[src/aaa_regs.svh]
// Sizes, length limits, field widths and source codes for the archive access arbiter.
`ifndef AAA_REGS_SVH
`define AAA_REGS_SVH

// Data word carried on every port, in bits.
`define AAA_WORD_BITS        32
// Standard system block, in bits, and the same block counted in words.
`define AAA_BLOCK_BITS       2048
`define AAA_BLOCK_WORDS      (`AAA_BLOCK_BITS / `AAA_WORD_BITS)
`define AAA_BLOCK_LAST_IDX   6'h3F
`define AAA_WIDX_BITS        6
// Instrument packet length limits, in bits, and rounded up to whole words.
`define AAA_PKT_MIN_BITS     256
`define AAA_PKT_MAX_BITS     8388577
`define AAA_PKT_MIN_WORDS    ((`AAA_PKT_MIN_BITS + `AAA_WORD_BITS - 1) / `AAA_WORD_BITS)
`define AAA_PKT_MAX_WORDS    ((`AAA_PKT_MAX_BITS + `AAA_WORD_BITS - 1) / `AAA_WORD_BITS)
// Packet word counter width; it saturates at its all-ones value.
`define AAA_PCNT_BITS        19
`define AAA_PCNT_SAT         19'h7_FFFF
// Archive write source codes.
`define AAA_SRC_STAGING      1'b0
`define AAA_SRC_BUS          1'b1

`endif

[src/aaa_pkg.sv]
// Types shared by the archive access arbiter modules.
package aaa_pkg;

   // Who holds the archive write path.
   typedef enum logic [1:0] {
      AAA_ST_IDLE   = 2'b00,
      AAA_ST_STG    = 2'b01,
      AAA_ST_BUS_WR = 2'b10
   } aaa_state_e;

   // Kind of bus transfer started by the configuration manager.
   typedef enum logic [1:0] {
      AAA_XFER_ARC_WRITE = 2'b00,
      AAA_XFER_ARC_READ  = 2'b01,
      AAA_XFER_OTHER     = 2'b10
   } aaa_xfer_e;

   typedef logic [31:0] aaa_word_t;

endpackage

[src/aaa_blk_if.sv]
// Block and packet counting signals between the arbiter and its counters.
`timescale 1ns/100ps
`include "aaa_regs.svh"

interface aaa_blk_if;
   logic                         beat;
   logic                         clear;
   logic [`AAA_WIDX_BITS-1:0]    word_idx;
   logic                         block_end;
   logic                         first_block;
   logic [`AAA_PCNT_BITS-1:0]    words;

   modport ctl (output beat, output clear,
                input word_idx, input block_end, input first_block, input words);
   modport cnt (input beat, input clear,
                output word_idx, output block_end, output first_block, output words);
endinterface

[src/aaa_block_counter.sv]
// Word counter that splits a transfer into standard blocks.
`timescale 1ns/100ps
`include "aaa_regs.svh"

module aaa_block_counter (
   input wire logic clk,
   input wire logic resetn,
   aaa_blk_if.cnt   blk
);
   import aaa_pkg::*;

   logic [`AAA_WIDX_BITS-1:0] word_reg;
   logic [`AAA_WIDX_BITS-1:0] word_next;
   logic [`AAA_PCNT_BITS-1:0] total_reg;
   logic [`AAA_PCNT_BITS-1:0] total_next;

   // The block ends on the beat that fills the last word slot of it.
   assign blk.block_end   = blk.beat && (word_reg == `AAA_BLOCK_LAST_IDX);
   assign blk.word_idx    = word_reg;
   assign blk.words       = total_reg;
   assign blk.first_block = (total_reg < `AAA_PCNT_BITS'(`AAA_BLOCK_WORDS));

   // Word slot wraps at the block size; the total saturates so a runaway
   // packet cannot wrap back into the legal range.
   assign word_next  = blk.clear ? '0 :
                       blk.beat  ? word_reg + `AAA_WIDX_BITS'(1) : word_reg;
   assign total_next = blk.clear ? '0 :
                       (blk.beat && total_reg != `AAA_PCNT_SAT) ?
                          total_reg + `AAA_PCNT_BITS'(1) : total_reg;

   // Count registers.
   always_ff @(posedge clk or negedge resetn) begin
      if (!resetn) begin
         word_reg  <= '0;
         total_reg <= '0;
      end else begin
         word_reg  <= word_next;
         total_reg <= total_next;
      end
   end

endmodule

[src/aaa_arbiter.sv]
// Archive store access arbiter between the staging port and the system bus.
//
// How it works
// - Staging transfers undisturbed by other bus traffic.
// - Staging port starts its own archive transfers.
// - Other transfers start only after manager start.
// - Only one source writes archive at once.
// - On contention the staging port wins.
// - Packets of 256 bits to 8 megabits forwarded whole.
// - All data split into 2048-bit blocks.
// - Header beyond first block never reaches aux storage.
// - Bus moves archive data directly, no copy.
// - Non-archive-write bus transfers run alongside staging.
// - One controller sequences every bus block.
`timescale 1ns/100ps
`include "aaa_regs.svh"

module aaa_arbiter (
   input  wire logic                 clk,
   input  wire logic                 resetn,
   // Staging port stream.
   input  wire logic                 stg_req,
   input  wire logic                 stg_valid,
   input  wire aaa_pkg::aaa_word_t   stg_data,
   input  wire logic                 stg_last,
   output logic                      stg_ready,
   output logic                      stg_active,
   output logic                      stg_pkt_done,
   output logic                      stg_len_err,
   // Configuration manager transfer start and bus stream.
   input  wire logic                 cms_start,
   input  wire aaa_pkg::aaa_xfer_e   cms_kind,
   output logic                      bus_busy,
   output logic                      bus_done,
   input  wire logic                 bus_valid,
   input  wire aaa_pkg::aaa_word_t   bus_data,
   input  wire logic                 bus_last,
   output logic                      bus_ready,
   output logic                      bus_out_valid,
   output aaa_pkg::aaa_word_t        bus_out_data,
   output logic                      bus_out_last,
   output logic                      bus_blk_end,
   // Archive store write port.
   output logic                      arc_wr_valid,
   output aaa_pkg::aaa_word_t        arc_wr_data,
   output logic                      arc_wr_src,
   output logic                      arc_wr_last,
   output logic                      arc_wr_blk_end,
   input  wire logic                 arc_wr_ready,
   // Archive store read port.
   output logic                      arc_rd_req,
   input  wire logic                 arc_rd_valid,
   input  wire aaa_pkg::aaa_word_t   arc_rd_data,
   input  wire logic                 arc_rd_last,
   // Header copy toward auxiliary storage.
   output logic                      aux_hdr_valid,
   output aaa_pkg::aaa_word_t        aux_hdr_data
);
   import aaa_pkg::*;

   aaa_blk_if stg_blk ();
   aaa_blk_if bus_blk ();

   aaa_state_e                state_reg;
   aaa_state_e                state_next;
   logic                      busy_reg;
   logic                      busy_next;
   aaa_xfer_e                 kind_reg;
   aaa_xfer_e                 kind_next;

   logic                      arc_valid_reg;
   aaa_word_t                 arc_data_reg;
   logic                      arc_src_reg;
   logic                      arc_last_reg;
   logic                      arc_blk_end_reg;

   logic                      out_valid_reg;
   aaa_word_t                 out_data_reg;
   logic                      out_last_reg;
   logic                      blk_end_reg;
   logic                      done_reg;
   logic                      pkt_done_reg;
   logic                      len_err_reg;
   logic                      hdr_valid_reg;
   aaa_word_t                 hdr_data_reg;

   wire logic                 out_free;
   wire logic                 grant_stg;
   wire logic                 grant_bus_wr;
   wire logic                 stg_go;
   wire logic                 bus_wr_go;
   wire logic                 other_go;
   wire logic                 rd_go;
   wire logic                 bus_beat;
   wire logic                 bus_end;
   wire logic                 preempt;
   wire logic                 start_ok;
   wire logic [`AAA_PCNT_BITS-1:0] pkt_words;
   wire logic                 len_bad;

   // Returns true when a whole packet word count falls outside the limits.
   function automatic logic aaa_len_bad(input logic [`AAA_PCNT_BITS-1:0] words);
      aaa_len_bad = (words < `AAA_PCNT_BITS'(`AAA_PKT_MIN_WORDS)) ||
                    (words > `AAA_PCNT_BITS'(`AAA_PKT_MAX_WORDS));
   endfunction

   // Block counters for the staging packet and for the current bus transfer.
   aaa_block_counter u_stg_cnt (
      .clk    (clk),
      .resetn (resetn),
      .blk    (stg_blk.cnt)
   );

   aaa_block_counter u_bus_cnt (
      .clk    (clk),
      .resetn (resetn),
      .blk    (bus_blk.cnt)
   );

   // The archive write stage takes a new word when empty or draining.
   assign out_free     = !arc_valid_reg || arc_wr_ready;
   // Grants come straight from the single state register, so at most one
   // source can ever own the write stage.
   assign grant_stg    = (state_reg == AAA_ST_STG);
   assign grant_bus_wr = (state_reg == AAA_ST_BUS_WR);

   // Staging words move on their own handshake, with no manager command.
   assign stg_go       = grant_stg && stg_valid && out_free;
   assign bus_wr_go    = grant_bus_wr && bus_valid && out_free;
   // Non-write bus kinds never touch the write stage, so they are allowed
   // to run while staging owns the archive.
   assign other_go     = busy_reg && (kind_reg == AAA_XFER_OTHER) && bus_valid;
   assign rd_go        = busy_reg && (kind_reg == AAA_XFER_ARC_READ) && arc_rd_valid;
   assign bus_beat     = bus_wr_go || other_go || rd_go;
   assign bus_end      = (bus_wr_go && bus_last) || (other_go && bus_last) ||
                         (rd_go && arc_rd_last);
   // A waiting staging request takes over only on a bus block boundary.
   assign preempt      = bus_wr_go && !bus_last && bus_blk.block_end && stg_req;
   // Bus transfers exist only once the manager starts one.
   assign start_ok     = cms_start && !busy_reg;

   // Counter controls: staging counts restart between packets.
   assign stg_blk.beat  = stg_go;
   assign stg_blk.clear = (state_reg == AAA_ST_IDLE);
   assign bus_blk.beat  = bus_beat;
   assign bus_blk.clear = !busy_reg;

   // Packet size includes the word taken in the closing beat.
   assign pkt_words = (stg_blk.words == `AAA_PCNT_SAT) ? stg_blk.words :
                      stg_blk.words + `AAA_PCNT_BITS'(1);
   assign len_bad   = aaa_len_bad(pkt_words);

   // Arbitration: staging beats a pending bus write when both wait.
   always_comb begin
      state_next = state_reg;
      case (state_reg)
         AAA_ST_IDLE: begin
            if (stg_req) begin
               state_next = AAA_ST_STG;
            end else if (busy_reg && kind_reg == AAA_XFER_ARC_WRITE) begin
               state_next = AAA_ST_BUS_WR;
            end
         end
         AAA_ST_STG: begin
            if (stg_go && stg_last) begin
               state_next = AAA_ST_IDLE;
            end
         end
         AAA_ST_BUS_WR: begin
            if ((bus_wr_go && bus_last) || preempt) begin
               state_next = AAA_ST_IDLE;
            end
         end
         default: begin
            state_next = AAA_ST_IDLE;
         end
      endcase
   end

   // Bus transfer bookkeeping; a start while busy is ignored.
   always_comb begin
      busy_next = busy_reg;
      kind_next = kind_reg;
      if (bus_end) begin
         busy_next = 1'b0;
      end else if (start_ok) begin
         busy_next = 1'b1;
         kind_next = cms_kind;
      end
   end

   // Arbiter state and bus transfer registers.
   always_ff @(posedge clk or negedge resetn) begin
      if (!resetn) begin
         state_reg <= AAA_ST_IDLE;
         busy_reg  <= 1'b0;
         kind_reg  <= AAA_XFER_ARC_WRITE;
         done_reg  <= 1'b0;
      end else begin
         state_reg <= state_next;
         busy_reg  <= busy_next;
         kind_reg  <= kind_next;
         done_reg  <= bus_end;
      end
   end

   // Archive write stage holds one word and its tags until accepted.
   always_ff @(posedge clk or negedge resetn) begin
      if (!resetn) begin
         arc_valid_reg   <= 1'b0;
         arc_data_reg    <= 32'h0000_0000;
         arc_src_reg     <= `AAA_SRC_STAGING;
         arc_last_reg    <= 1'b0;
         arc_blk_end_reg <= 1'b0;
      end else if (out_free) begin
         arc_valid_reg   <= stg_go || bus_wr_go;
         arc_data_reg    <= stg_go ? stg_data : bus_data;
         arc_src_reg     <= stg_go ? `AAA_SRC_STAGING : `AAA_SRC_BUS;
         arc_last_reg    <= stg_go ? stg_last : (bus_wr_go && bus_last);
         arc_blk_end_reg <= stg_go ? (stg_blk.block_end || stg_last) :
                            (bus_blk.block_end || bus_last);
      end
   end

   // Archive read data goes straight onto the bus, no staging copy.
   always_ff @(posedge clk or negedge resetn) begin
      if (!resetn) begin
         out_valid_reg <= 1'b0;
         out_data_reg  <= 32'h0000_0000;
         out_last_reg  <= 1'b0;
         blk_end_reg   <= 1'b0;
      end else begin
         out_valid_reg <= rd_go;
         out_data_reg  <= rd_go ? arc_rd_data : out_data_reg;
         out_last_reg  <= rd_go && arc_rd_last;
         blk_end_reg   <= bus_beat && (bus_blk.block_end || bus_end);
      end
   end

   // Packet end status and the header copy for auxiliary storage.
   // Only words of the first block are copied, so an oversize header
   // stays in the archive and must be read back from there.
   always_ff @(posedge clk or negedge resetn) begin
      if (!resetn) begin
         pkt_done_reg  <= 1'b0;
         len_err_reg   <= 1'b0;
         hdr_valid_reg <= 1'b0;
         hdr_data_reg  <= 32'h0000_0000;
      end else begin
         pkt_done_reg  <= stg_go && stg_last;
         len_err_reg   <= stg_go && stg_last && len_bad;
         hdr_valid_reg <= stg_go && stg_blk.first_block;
         hdr_data_reg  <= stg_go ? stg_data : hdr_data_reg;
      end
   end

   // Handshakes are combinational so a stalled archive stalls its source.
   assign stg_ready  = grant_stg && out_free;
   assign bus_ready  = (kind_reg == AAA_XFER_OTHER) ? busy_reg :
                       (grant_bus_wr && out_free);
   // Staging activity is shown so the manager holds off archive writes.
   assign stg_active = grant_stg || stg_req;
   assign arc_rd_req = busy_reg && (kind_reg == AAA_XFER_ARC_READ);
   assign bus_busy   = busy_reg;
   assign bus_done   = done_reg;

   // Registered outputs.
   assign stg_pkt_done   = pkt_done_reg;
   assign stg_len_err    = len_err_reg;
   assign arc_wr_valid   = arc_valid_reg;
   assign arc_wr_data    = arc_data_reg;
   assign arc_wr_src     = arc_src_reg;
   assign arc_wr_last    = arc_last_reg;
   assign arc_wr_blk_end = arc_blk_end_reg;
   assign bus_out_valid  = out_valid_reg;
   assign bus_out_data   = out_data_reg;
   assign bus_out_last   = out_last_reg;
   assign bus_blk_end    = blk_end_reg;
   assign aux_hdr_valid  = hdr_valid_reg;
   assign aux_hdr_data   = hdr_data_reg;

endmodule

[config.mk]
export PLATFORM = sky130hd
export DESIGN_NAME = aaa_arbiter
export DESIGN_NICKNAME = d
export VERILOG_FILES = /design/src/aaa_pkg.sv /design/src/aaa_blk_if.sv /design/src/aaa_block_counter.sv /design/src/aaa_arbiter.sv
export VERILOG_INCLUDE_DIRS = /design/src /design/src/src
export SDC_FILE = /design/constraint.sdc
export NUM_CORES = 1
export LEC_CHECK = 0
export BUFFER_PORTS_ARGS = -buffer_cell sky130_fd_sc_hd__buf_2
export CORE_MARGIN = 3
export CORE_UTILIZATION = 48
export CTS_CLUSTER_DIAMETER = 120
export DETAILED_ROUTE_END_ITERATION = 10
export HOLD_SLACK_MARGIN = 0.08
export PLACE_DENSITY_LB_ADDON = 0.12
export SYNTH_ARGS = -nofsm -noshare
export SYNTH_HDL_FRONTEND = slang
export SYNTH_SLANG_ARGS = --single-unit
[constraint.sdc]
create_clock -name clk -period 2.95 [get_ports clk]
set_clock_uncertainty 0.1 [all_clocks]
set_input_delay 0.295 -clock clk [delete_from_list [all_inputs] [get_ports clk]]
set_output_delay 0.295 -clock clk [all_outputs]
set_load 0.01 [all_outputs]
After elaboration in Yosys (flattened, before gate mapping) --
Index checks and enable logic that the tools add are counted.
Cells by class: equality and inequality tests 12, bitwise logic cells 1, add/sub/neg operators 3, multiplexer cells 19, reductions and logical operators 47, $lt $le $gt $ge 3
Operator list (number):
- 2-to-1 mux 19 bit | 3
- 2-to-1 mux 32 bit | 1
- logical AND 1 bit | 25
- 2-to-1 mux 6 bit | 4
- adder 19 x 1 -> 19 bit (second input constant) | 1
- == test 19 bit (second input constant) | 1
- greater-than comparator 19 bit (second input constant) | 1
- < comparator 19 x 4 -> 1 bit (second input constant) | 1
- < comparator 19 x 7 -> 1 bit (second input constant) | 1
- != test 19 bit (second input constant) | 1
- adder 6 x 1 -> 6 bit (second input constant) | 2
- == test 6 bit (second input constant) | 2
- logical OR 1 bit | 12
- 2-to-1 mux 2 bit | 4
- 2-to-1 mux 1 bit | 6
- != test 2 x 1 -> 1 bit (second input constant) | 3
- case mux 2 bit (3 select lines) | 1
- nonzero test 2 bit | 3
- == test 2 x 1 -> 1 bit (second input constant) | 2
- == test 2 bit (second input constant) | 2
- zero test 2 bit | 2
- zero test 1 bit | 3
- != test 3 bit (second input constant) | 1
- AND reduction 3 bit | 1
- other kinds (2) | 2
Word-level totals: output and inout bits 112, register bits after elaboration 143, input bits 109, word-level logic and storage cells 105

Logic depth before layout (Yosys ltp) --
Gate-level depths: netlist of run 1.
depth after elaboration 11, depth in mapped cells 10, gate-level depth less buffers 7

Cells and area by module --
From an unflattened synthesis of run 1, not the netlist that was laid out.
Second synthesis, totals: cell total of the unflattened synthesis 851, area, all modules 7583.5 um2
Modules (own cells, without submodules):
- aaa_arbiter | seq. area each 2802.7 um2, area an instance 4758.3 um2, times used 1, cells each 535
- aaa_block_counter | seq. area each 625.6 um2, area an instance 1412.6 um2, times used 2, cells each 158

Least setup slack after synthesis of run 1 --
OpenSTA, ideal clock, no wires.
path kind register -> register, from register u_stg_cnt.total_reg[0], in the netlist u_stg_cnt.blk.words[0], to register u_stg_cnt.total_reg[3], in the netlist u_stg_cnt.blk.words[3], required time 2.724 ns, setup time 0.126 ns, arrival time 1.882 ns, path buffers 0, clock period less this slack 2.109 ns, path slack 0.841 ns, cell stages (with the launch flop) 8, path through dfrtp_1 ha_1 and3_1 nand3_1 or4_4 nand2_4 nor3_2 a311o_1
On the way: word-level cells in the longest chain between the ends 3, elaborated cells between the ends (all ways) 6, classes of those cells add/sub: 1; eq/ne: 1; mux: 2; reduce/logical: 2
RTL lines:
- start, declared | line aaa_block_counter.sv:14 | logic [`AAA_PCNT_BITS-1:0] total_reg;
- start signal, assigned | line aaa_block_counter.sv:38 | total_reg <= total_next;
- adder 19 x 1 -> 19 bit / != test 19 bit (equally long branches)
- 2-to-1 mux 19 bit / logical AND 1 bit (equally long branches)
- 2-to-1 mux 19 bit / nonzero test 2 bit (equally long branches)
Parallel ways exist; a longest one is shown, timed or not. The select of a mux whose other input is x is not followed. A chain may end at the register's enable or synchronous reset.

Worst setup path in the final report of run 1 --
from register state_reg[1], to register arc_data_reg[8], in the netlist arc_wr_data[8]
On the way: word-level cells in the longest chain between the ends 4
RTL lines:
- start, declared | line aaa_arbiter.sv:64 | aaa_state_e state_reg;
- start signal, assigned | line aaa_arbiter.sv:200 | state_reg <= state_next;
- == test 2 x 1 -> 1 bit | line aaa_arbiter.sv:124 | assign grant_stg = (state_reg == AAA_ST_STG);
- logical AND 1 bit (2 in a row) | line aaa_arbiter.sv:128 | assign stg_go = grant_stg && stg_valid && out_free;
- 2-to-1 mux 32 bit | line aaa_arbiter.sv:217 | arc_data_reg <= stg_go ? stg_data : bus_data;
- end signal, assigned | line aaa_arbiter.sv:217
- end, declared | line aaa_arbiter.sv:72 | aaa_word_t arc_data_reg;
Every way passes these cells.

==> flow_summary.yaml, run 1 <==
final_layout:
  fillers: 828
  multi_input_area_um2: 2570
  area_growth_pct: 51.3
  ff_latch_area_um2: 3580
  layout-drive-gt1-share: 0.267
  fin_nets: 1149
global_route:
  grt_use_total: 0.290
  grt_pass1_wl_um: 33400
  grt_pass1_vias: 6851
  antenna_found_initial: 0
  grt_overflow_total: 0
  grt_start_max_net_pins: 62
synthesis:
  ys.flop_type: "dfrtp_1"
  synth_edf_count: 0
  ys_seq_area_frac: 0.565
  ys_warn_count: 0
  synthCells: 690
  synth.avg_cell_area_um2: 9.17
  synthDistinctLibCells: 61
  synth_seq_cells: 143
  netlist_area_um2: 6330
  synth_nets: 802
  async_flop_share: 1.00
power:
  power_density_nw_per_um2: 934
  fin_total_pwr_mw: 8.95
  p_leak_nw: 5.06
  ir_worst_vdd_mv: 0.779
min_path:
  hold_depth: 3
  hold_path_class: "in -> reg"
critical_path:
  cpMaxStageDelayCell: "dlygate4sd3_1"
  critical-path-top-delay-family: "buffers and inverters"
  crit_chain: "nand2b_1, nor2_2, and2_2, buf_8, nor2_2, buf_4, nand2_1, nand2_1, dlygate4sd3_1"
  crit_buf_inv: 3
  cp.required_ps: 3150
  path_depth: 9
  cp_max_fo: 35
  crit_type: "reg -> reg"
  worst_ep_arrival_time_ps: 2980
  reg2regPathDepth: 9
  cp-end-kind: "flop"
  cpPeakStageDelay_ps: 580
  critical_path.startpoint_type: "flop"
floorplan:
  initial_utilization: 0.495
  die_area_um2: 14600
  core_um2: 12800
  die_h_um: 121
  rows: 41
  die_x_um: 121
  num_io_pins: 221
sta:
  max_freq_mhz: 359
  maxSlewViolCount: 0
  slew_headroom: 0.530
  setup_violations: 0
  final.period_utilization: 0.944
  finalSetupTns_ps: 0
  min_period_ps: 2790
  rsz0062_at_grt: "false"
  hold_viol: 0
  worstMarginPinSlew_ps: 703
  worst_hold_slack_ps: 110
clocking:
  cts-root-buf: "clkbuf_16"
  clkSinkCount: 143
  h-tree-depth: 4
  cts_max_path_buffers: 2
  postCtsSetupRepairBufs: 0
  cts_tree: "built"
  insertion_delay_ps: 420
  clk_pin_slew_ps: 60
  numCtsBuffers: 17
routing:
  vias: 6464
  drc_errors: 0
  via_per_inst: 5.29
  routed_wirelength_um: 20500
  ant_nets: 0
  drtPass1Iterations: 5
  drt-wirelength-per-cell_um: 16.8
  drt_iter0_markers: 446
place:
  gp_congestion: 0.883
  io_buffers: 220
  hpwl_um: 12000
outcome:
  status: "complete, no violations"
run:
  cap_violations: 0
-- final cells by class --
cell class / instances / area share
Antenna cell: 1 / 0.000261
Clock buffer: 19 / 0.0473
Clock inverter: 13 / 0.0193
Inverter: 5 / 0.00196
Multi-Input combinational cell: 505 / 0.268
Sequential cell: 143 / 0.374
Tap cell: 172 / 0.0225
Timing Repair Buffer: 365 / 0.266
-- kinds of logic after synthesis --
family,Yosys count,share of synthesized area
AND/OR/NAND/NOR,403,0.280
XOR/XNOR,24,0.0332
AO/OA/AOI/OAI,69,0.0757
flip-flops,143,0.565
multiplexers,6,0.00989
adder cells (fa/ha/maj),3,0.00593
buffers and inverters,42,0.0302
-- final timing paths --
path | startpoint | to | slack, ps
max in group asynchronous | resetn | bus_out_data[11]$_DFFE_PN0N_ | 1680
max reg2reg | state_reg[1]$_DFFE_PN0P_ | arc_wr_data[8]$_DFFE_PN0N_ | 160
min in group asynchronous | resetn | u_stg_cnt.blk.words[14]$_DFFE_PN0P_ | 280
min | stg_last | arc_wr_blk_end$_DFFE_PN0N_ | 110
min reg2reg | bus_out_data[4]$_DFFE_PN0N_ | bus_out_data[4]$_DFFE_PN0N_ | 370
max | state_reg[1]$_DFFE_PN0P_ | arc_wr_data[8]$_DFFE_PN0N_ | 160
-- Yosys cell counts (3+ instances only) --
| cell type | number | area, µm² |
|---|---|---|
| nand2_1 | 279 | 1050 |
| dfrtp_1 | 143 | 3580 |
| a22oi_1 | 31 | 233 |
| nor2_1 | 30 | 113 |
| xor2_1 | 20 | 175 |
| clkbuf_1 | 18 | 67.6 |
| nand3_1 | 17 | 85.1 |
| buf_2 | 14 | 70.1 |
| nand4_1 | 14 | 87.6 |
| o21ai_0 | 14 | 70.1 |
| and3_1 | 11 | 68.8 |
| a21oi_1 | 8 | 40.0 |
| nor3_1 | 8 | 40.0 |
| nor2b_1 | 6 | 37.5 |
| and2_1 | 4 | 25.0 |
| inv_1 | 4 | 15.0 |
| mux2i_1 | 4 | 40.0 |
| nand2b_1 | 4 | 25.0 |
| xnor2_1 | 4 | 35.0 |
| ha_1 | 3 | 37.5 |
| nor3b_1 | 3 | 22.5 |
| nor4_1 | 3 | 18.8 |
| or3_1 | 3 | 18.8 |
-- tightest hold or removal path: cells and delay by family --
family	cells	cell delay (ps)
compound gates	2	190
buf+inv	1	100
-- through the flow --
stage	std cells	setup slack (ps)	util	area [µm²]
global route	1222	25.5	0.749	9570
floorplan	690	841	-	6330
detailed placement	1056	593	0.594	7580
global placement	1056	675	0.594	7580
finish	1223	164	0.750	9570
CTS	1222	122	0.749	9560
-- layout by cell type, fill, tap and decap left out, types with 5 or more instances in the layout --
cell type and n:
dlygate4sd3_1 134, xor2_1 20, buf_4 9, dfrtp_1 143, nor2_1 29, buf_2 219, and3_1 11, nand3_1 17
a22oi_1 31, clkbuf_16 17, a21oi_1 8, nor3_1 8, nand2_1 279, nor2b_1 5, nand4_1 14, o21ai_0 14
-- power by group --
part           internal (mW)  leakage, nW  total [mW]  switching (mW)
registers               2.71         1.81        3.22           0.509
clock network           1.46        0.310        2.30           0.839
logic                   1.47         2.94        3.42            1.95
-- timing repair --
| action | CTS | global route |
|---|---|---|
| gates resized for setup | 0 | 2 |
| hold buffers | 134 | 0 |
| endpoints found under the setup margin | 0 | 32 |
| endpoints found under the hold margin | 153 | 0 |
-- routing by layer --
layer / wire length [µm] / global-route usage / share of wire
met1: 7790 / 0.335 / 0.38
met2: 10400 / 0.489 / 0.51
met3: 1410 / 0.0837 / 0.069
met4: 906 / 0.151 / 0.044
met5: 0 / 0 / 0
No activity file was read; power rests on OpenSTA's default activity.
==> run 2, diff against run 1 <==
CELL_PAD_IN_SITES_DETAIL_PLACEMENT = 2   (was not set)
CELL_PAD_IN_SITES_GLOBAL_PLACEMENT = 2   (was not set)
CORE_UTILIZATION = 29   (was 48)
REMOVE_ABC_BUFFERS = 1   (was not set)
clock period = 3.08 ns   (was 2.95 ns; I/O delays follow)
==> flow_summary.yaml, run 2 (synthesis results as in run 1) <==
floorplan:
  num_io_pins: 221
  die_area_um2: 23600
  die_h_um: 154
  rows: 53
  initial_utilization: 0.298
  die_x_um: 154
  core_um2: 21200
critical_path:
  r2r_start: "state_reg[1]$_DFFE_PN0P_"
  critical_path.startpoint_type: "flop"
  worst_ep_arrival_time_ps: 3040
  cp-end-kind: "flop"
  cp_max_fo: 27
  crit_start: "state_reg[1]$_DFFE_PN0P_"
  cp.required_ps: 3340
  crit_type: "reg -> reg"
power:
  ir_worst_vdd_mv: 0.364
  p_leak_nw: 5.04
  fin_total_pwr_mw: 8.78
  power_density_nw_per_um2: 909
outcome:
  status: "complete, no violations"
sta:
  worstMarginPinSlew_ps: 899
  slew_headroom: 0.399
  rsz0062_at_grt: "false"
  maxSlewViolCount: 0
  worst_slack_ps: 303
  max_freq_mhz: 360
  setup_violations: 0
  final.period_utilization: 0.902
  hold_viol: 0
  min_period_ps: 2780
  worst_hold_slack_ps: 101
place:
  placed_area_um2: 7720
  hpwl_um: 16200
  io_buffers: 220
  gp_congestion: 0.811
  place_ws_ps: 638
final_layout:
  layout-drive-gt1-share: 0.267
  fin_nets: 1147
  final_common_cell: "nand2_1"
  ff_latch_area_um2: 3580
  layout_common_cells: "nand2_1 (279), buf_2 (219), dfrtp_1 (143)"
  final_util: 0.455
  multi_input_area_um2: 2570
  area_growth_pct: 52.6
  finalInstanceArea_um2: 9660
  fillers: 2303
clocking:
  postCtsSetupRepairBufs: 0
  clkSinkCount: 143
  cts_tree: "built"
  clk_pin_slew_ps: 60
  cts_max_path_buffers: 2
  insertion_delay_ps: 430
  cts-root-buf: "clkbuf_16"
  h-tree-depth: 4
  numCtsBuffers: 17
min_path:
  hold_path_class: "in -> reg"
  min_from: "stg_req"
routing:
  vias: 6549
  drtPass1Iterations: 5
  via_per_inst: 4.95
  drt_iter0_markers: 240
  drt-wirelength-per-cell_um: 20.4
  routed_wirelength_um: 27000
  ant_nets: 0
  drc_errors: 0
global_route:
  grt_pass1_vias: 7588
  antenna_found_initial: 1
  grt_pass1_wl_um: 42600
  grt_start_max_net_pins: 90
  grt_overflow_total: 0
  grt_use_total: 0.228
run:
  cap_violations: 0
[run 2: cell count changes in the layout (fill, tap and decap cells not counted)]
cell,previous run,this run
dlygate4sd3_1,134,131
buf_4,9,11
buf_8,1,0
clkbuf_8,2,1
clkinv_4,2,3
clkinvlp_4,2,1
[run 2: report_power, final]
part / total, mW / internal, mW / switching, mW
Clock: 2.25 / 1.38 / 0.872
Combinational: 3.44 / 1.39 / 2.05
Sequential: 3.10 / 2.60 / 0.503
Total: 8.78 / 5.36 / 3.42
[run 2: final cells by class]
type,instances,share of cell area
antenna,1,0.000259
clock buffer,18,0.0455
clock inverter,13,0.0193
inverter,5,0.00194
multi-input combinational,505,0.266
sequential,143,0.370
tap,275,0.0356
timing repair buffer,363,0.261
[run 2: repair_timing]
| action | in CTS | in global routing |
|---|---|---|
| resized for setup | 0 | 0 |
| hold buffers | 131 | 0 |
| endpoints found under the hold margin | 186 | 0 |
[run 2: final timing paths]
check | to | slack, ps | depth (start not counted)
setup reg to reg | arc_wr_data[4]$_DFFE_PN0N_ | 300 | 8
max in group asynchronous | u_stg_cnt.blk.word_idx[5]$_DFFE_PN0P_ | 1660 | 3
min in group asynchronous | u_bus_cnt.blk.word_idx[0]$_DFFE_PN0P_ | 400 | 2
setup / recovery | arc_wr_data[4]$_DFFE_PN0N_ | 300 | 8
hold reg to reg | bus_out_data[31]$_DFFE_PN0N_ | 370 | 2
hold / removal | state_reg[0]$_DFFE_PN0P_ | 100 | 3
[run 2: critical path: stages (launching register included)]
cell and delay [ps]:
dfrtp_1 490, nand2b_1 190, nor2_2 60, and2_2 280, nor2_2 350, buf_4 420, nand2_1 120, nand2_1 110
dlygate4sd3_1 570
[run 2: layer usage]
| layer | GRT usage | vias up | part of all wire |
|---|---|---|---|
| met2 | 0.418 | 210 | 0.53 |
| met4 | 0.0887 | 0 | 0.034 |
| li1 | - | 2976 | - |
| met1 | 0.252 | 3311 | 0.38 |
| met5 | 0 | - | 0 |
| met3 | 0.0560 | 52 | 0.056 |
[run 2: per-stage QoR]
stage	std cells	TNS (ps)
after floorplan	653	-69760
after global placement	1160	0
after detailed placement	1160	0
after CTS	1322	0
after global routing	1323	0
final	1323	0
==> run 3, diff against run 2 <==
RECOVER_POWER = 25   (was not set)
==> flow_summary.yaml, run 3 (synthesis results as in run 1) <==
clocking:
  insertion_delay_ps: 430
  clkSinkCount: 143
  hold_buffers: 131
  clk_pin_slew_ps: 60
  numCtsBuffers: 17
  postCtsSetupRepairBufs: 0
  h-tree-depth: 4
  cts_max_path_buffers: 2
  cts-root-buf: "clkbuf_16"
  cts_tree: "built"
  cts_resized: 0
outcome:
  violations: "capacitance limit, slew limit"
  status: "finished with violations"
place:
  gp_congestion: 0.811
  place_ws_ps: 638
  io_buffers: 220
  dp_cells: 1160
  hpwl_um: 16200
  placed_area_um2: 7720
routing:
  drt_iter0_markers: 263
  drt-wirelength-per-cell_um: 20.4
  drc_errors: 0
  ant_nets: 0
  via_per_inst: 4.94
  vias: 6532
  drtPass1Iterations: 4
  routed_wirelength_um: 27000
final_layout:
  final_common_cell: "nand2_1"
  multi_input_area_um2: 2570
  fin_nets: 1147
  finalInstanceArea_um2: 9630
  instances_no_fill: 1323
  layout_common_cells: "nand2_1 (279), buf_2 (202), dfrtp_1 (143)"
  ff_latch_area_um2: 3580
  area_growth_pct: 52.2
  fillers: 2313
  layout-drive-gt1-share: 0.250
power:
  p_leak_nw: 4.98
  power_density_nw_per_um2: 909
  fin_total_pwr_mw: 8.76
  ir_worst_vdd_mv: 0.364
floorplan:
  initial_utilization: 0.298
  num_io_pins: 221
  die_x_um: 154
  die_h_um: 154
  core_um2: 21200
  rows: 53
  die_area_um2: 23600
global_route:
  antenna_found_initial: 1
  grt_use_total: 0.228
  grt_overflow_total: 0
  grt_start_max_net_pins: 90
  grt_pass1_wl_um: 42600
  grt_pass1_vias: 7588
critical_path:
  cp.required_ps: 3340
  crit_type: "reg -> reg"
  cp_max_fo: 27
  worst_ep_arrival_time_ps: 3030
  cp-end-kind: "flop"
  critical_path.startpoint_type: "flop"
  reg2regPathDepth: 8
sta:
  setup_violations: 0
  slew_headroom: -0.463
  worstMarginPinSlew_ps: 2190
  hold_viol: 0
  max_freq_mhz: 362
  final.period_utilization: 0.898
  worst_hold_slack_ps: 94.1
  rsz0062_at_grt: "false"
  maxSlewViolCount: 89
  worst_slack_ps: 314
  min_period_ps: 2770
min_path:
  hold_path_class: "in -> reg"
  hold_depth: 3
run:
  cap_violations: 1
[run 3: routing by layer]
layer  GRT usage  vias to the layer above  wire [µm]  share of wire
met5           0                        -          0              0
met4      0.0887                        0        877          0.032
met3      0.0560                       50       1510          0.056
met2       0.418                      207      14200           0.53
met1       0.252                     3303      10400           0.38
li1            -                     2972          -              -
[run 3: final timing paths]
check	start	slack, ps	end
setup reg to reg	state_reg[1]$_DFFE_PN0P_	310	arc_wr_data[4]$_DFFE_PN0N_
setup / recovery	state_reg[1]$_DFFE_PN0P_	310	arc_wr_data[4]$_DFFE_PN0N_
max in group asynchronous	resetn	600	arc_wr_data[19]$_DFFE_PN0N_
hold reg to reg	bus_out_data[31]$_DFFE_PN0N_	370	bus_out_data[31]$_DFFE_PN0N_
min in group asynchronous	resetn	930	u_bus_cnt.blk.word_idx[0]$_DFFE_PN0P_
hold / removal	stg_req	90	state_reg[0]$_DFFE_PN0P_
[run 3: layout make-up]
cell class              count  area share
repair buffers            363       0.259
diodes                      1    0.000260
inverters                   5     0.00195
clock buffers              18      0.0456
well taps                 275      0.0357
multi-input cells         505       0.267
clock inverters            13      0.0194
flip-flops and latches    143       0.372
[run 3: through the flow]
step / TNS [ps] / utilization
finish: 0 / 0.454
global route: 0 / 0.454
CTS: 0 / 0.455
detailed placement: 0 / 0.364
global placement: 0 / 0.364
floorplan: -69760 / -
[run 3: power breakdown]
part | leakage (nW) | switching [mW] | internal [mW]
logic | 2.86 | 2.05 | 1.36
registers | 1.81 | 0.507 | 2.60
clock network | 0.307 | 0.868 | 1.38
[run 3: worst max-delay path, cell delays in order, from the launching register on]
cell and delay [ps]:
dfrtp_1 490, nand2b_1 190, nor2_2 60, and2_2 280, nor2_2 350, buf_4 420
nand2_1 120, nand2_1 110, dlygate4sd3_1 570
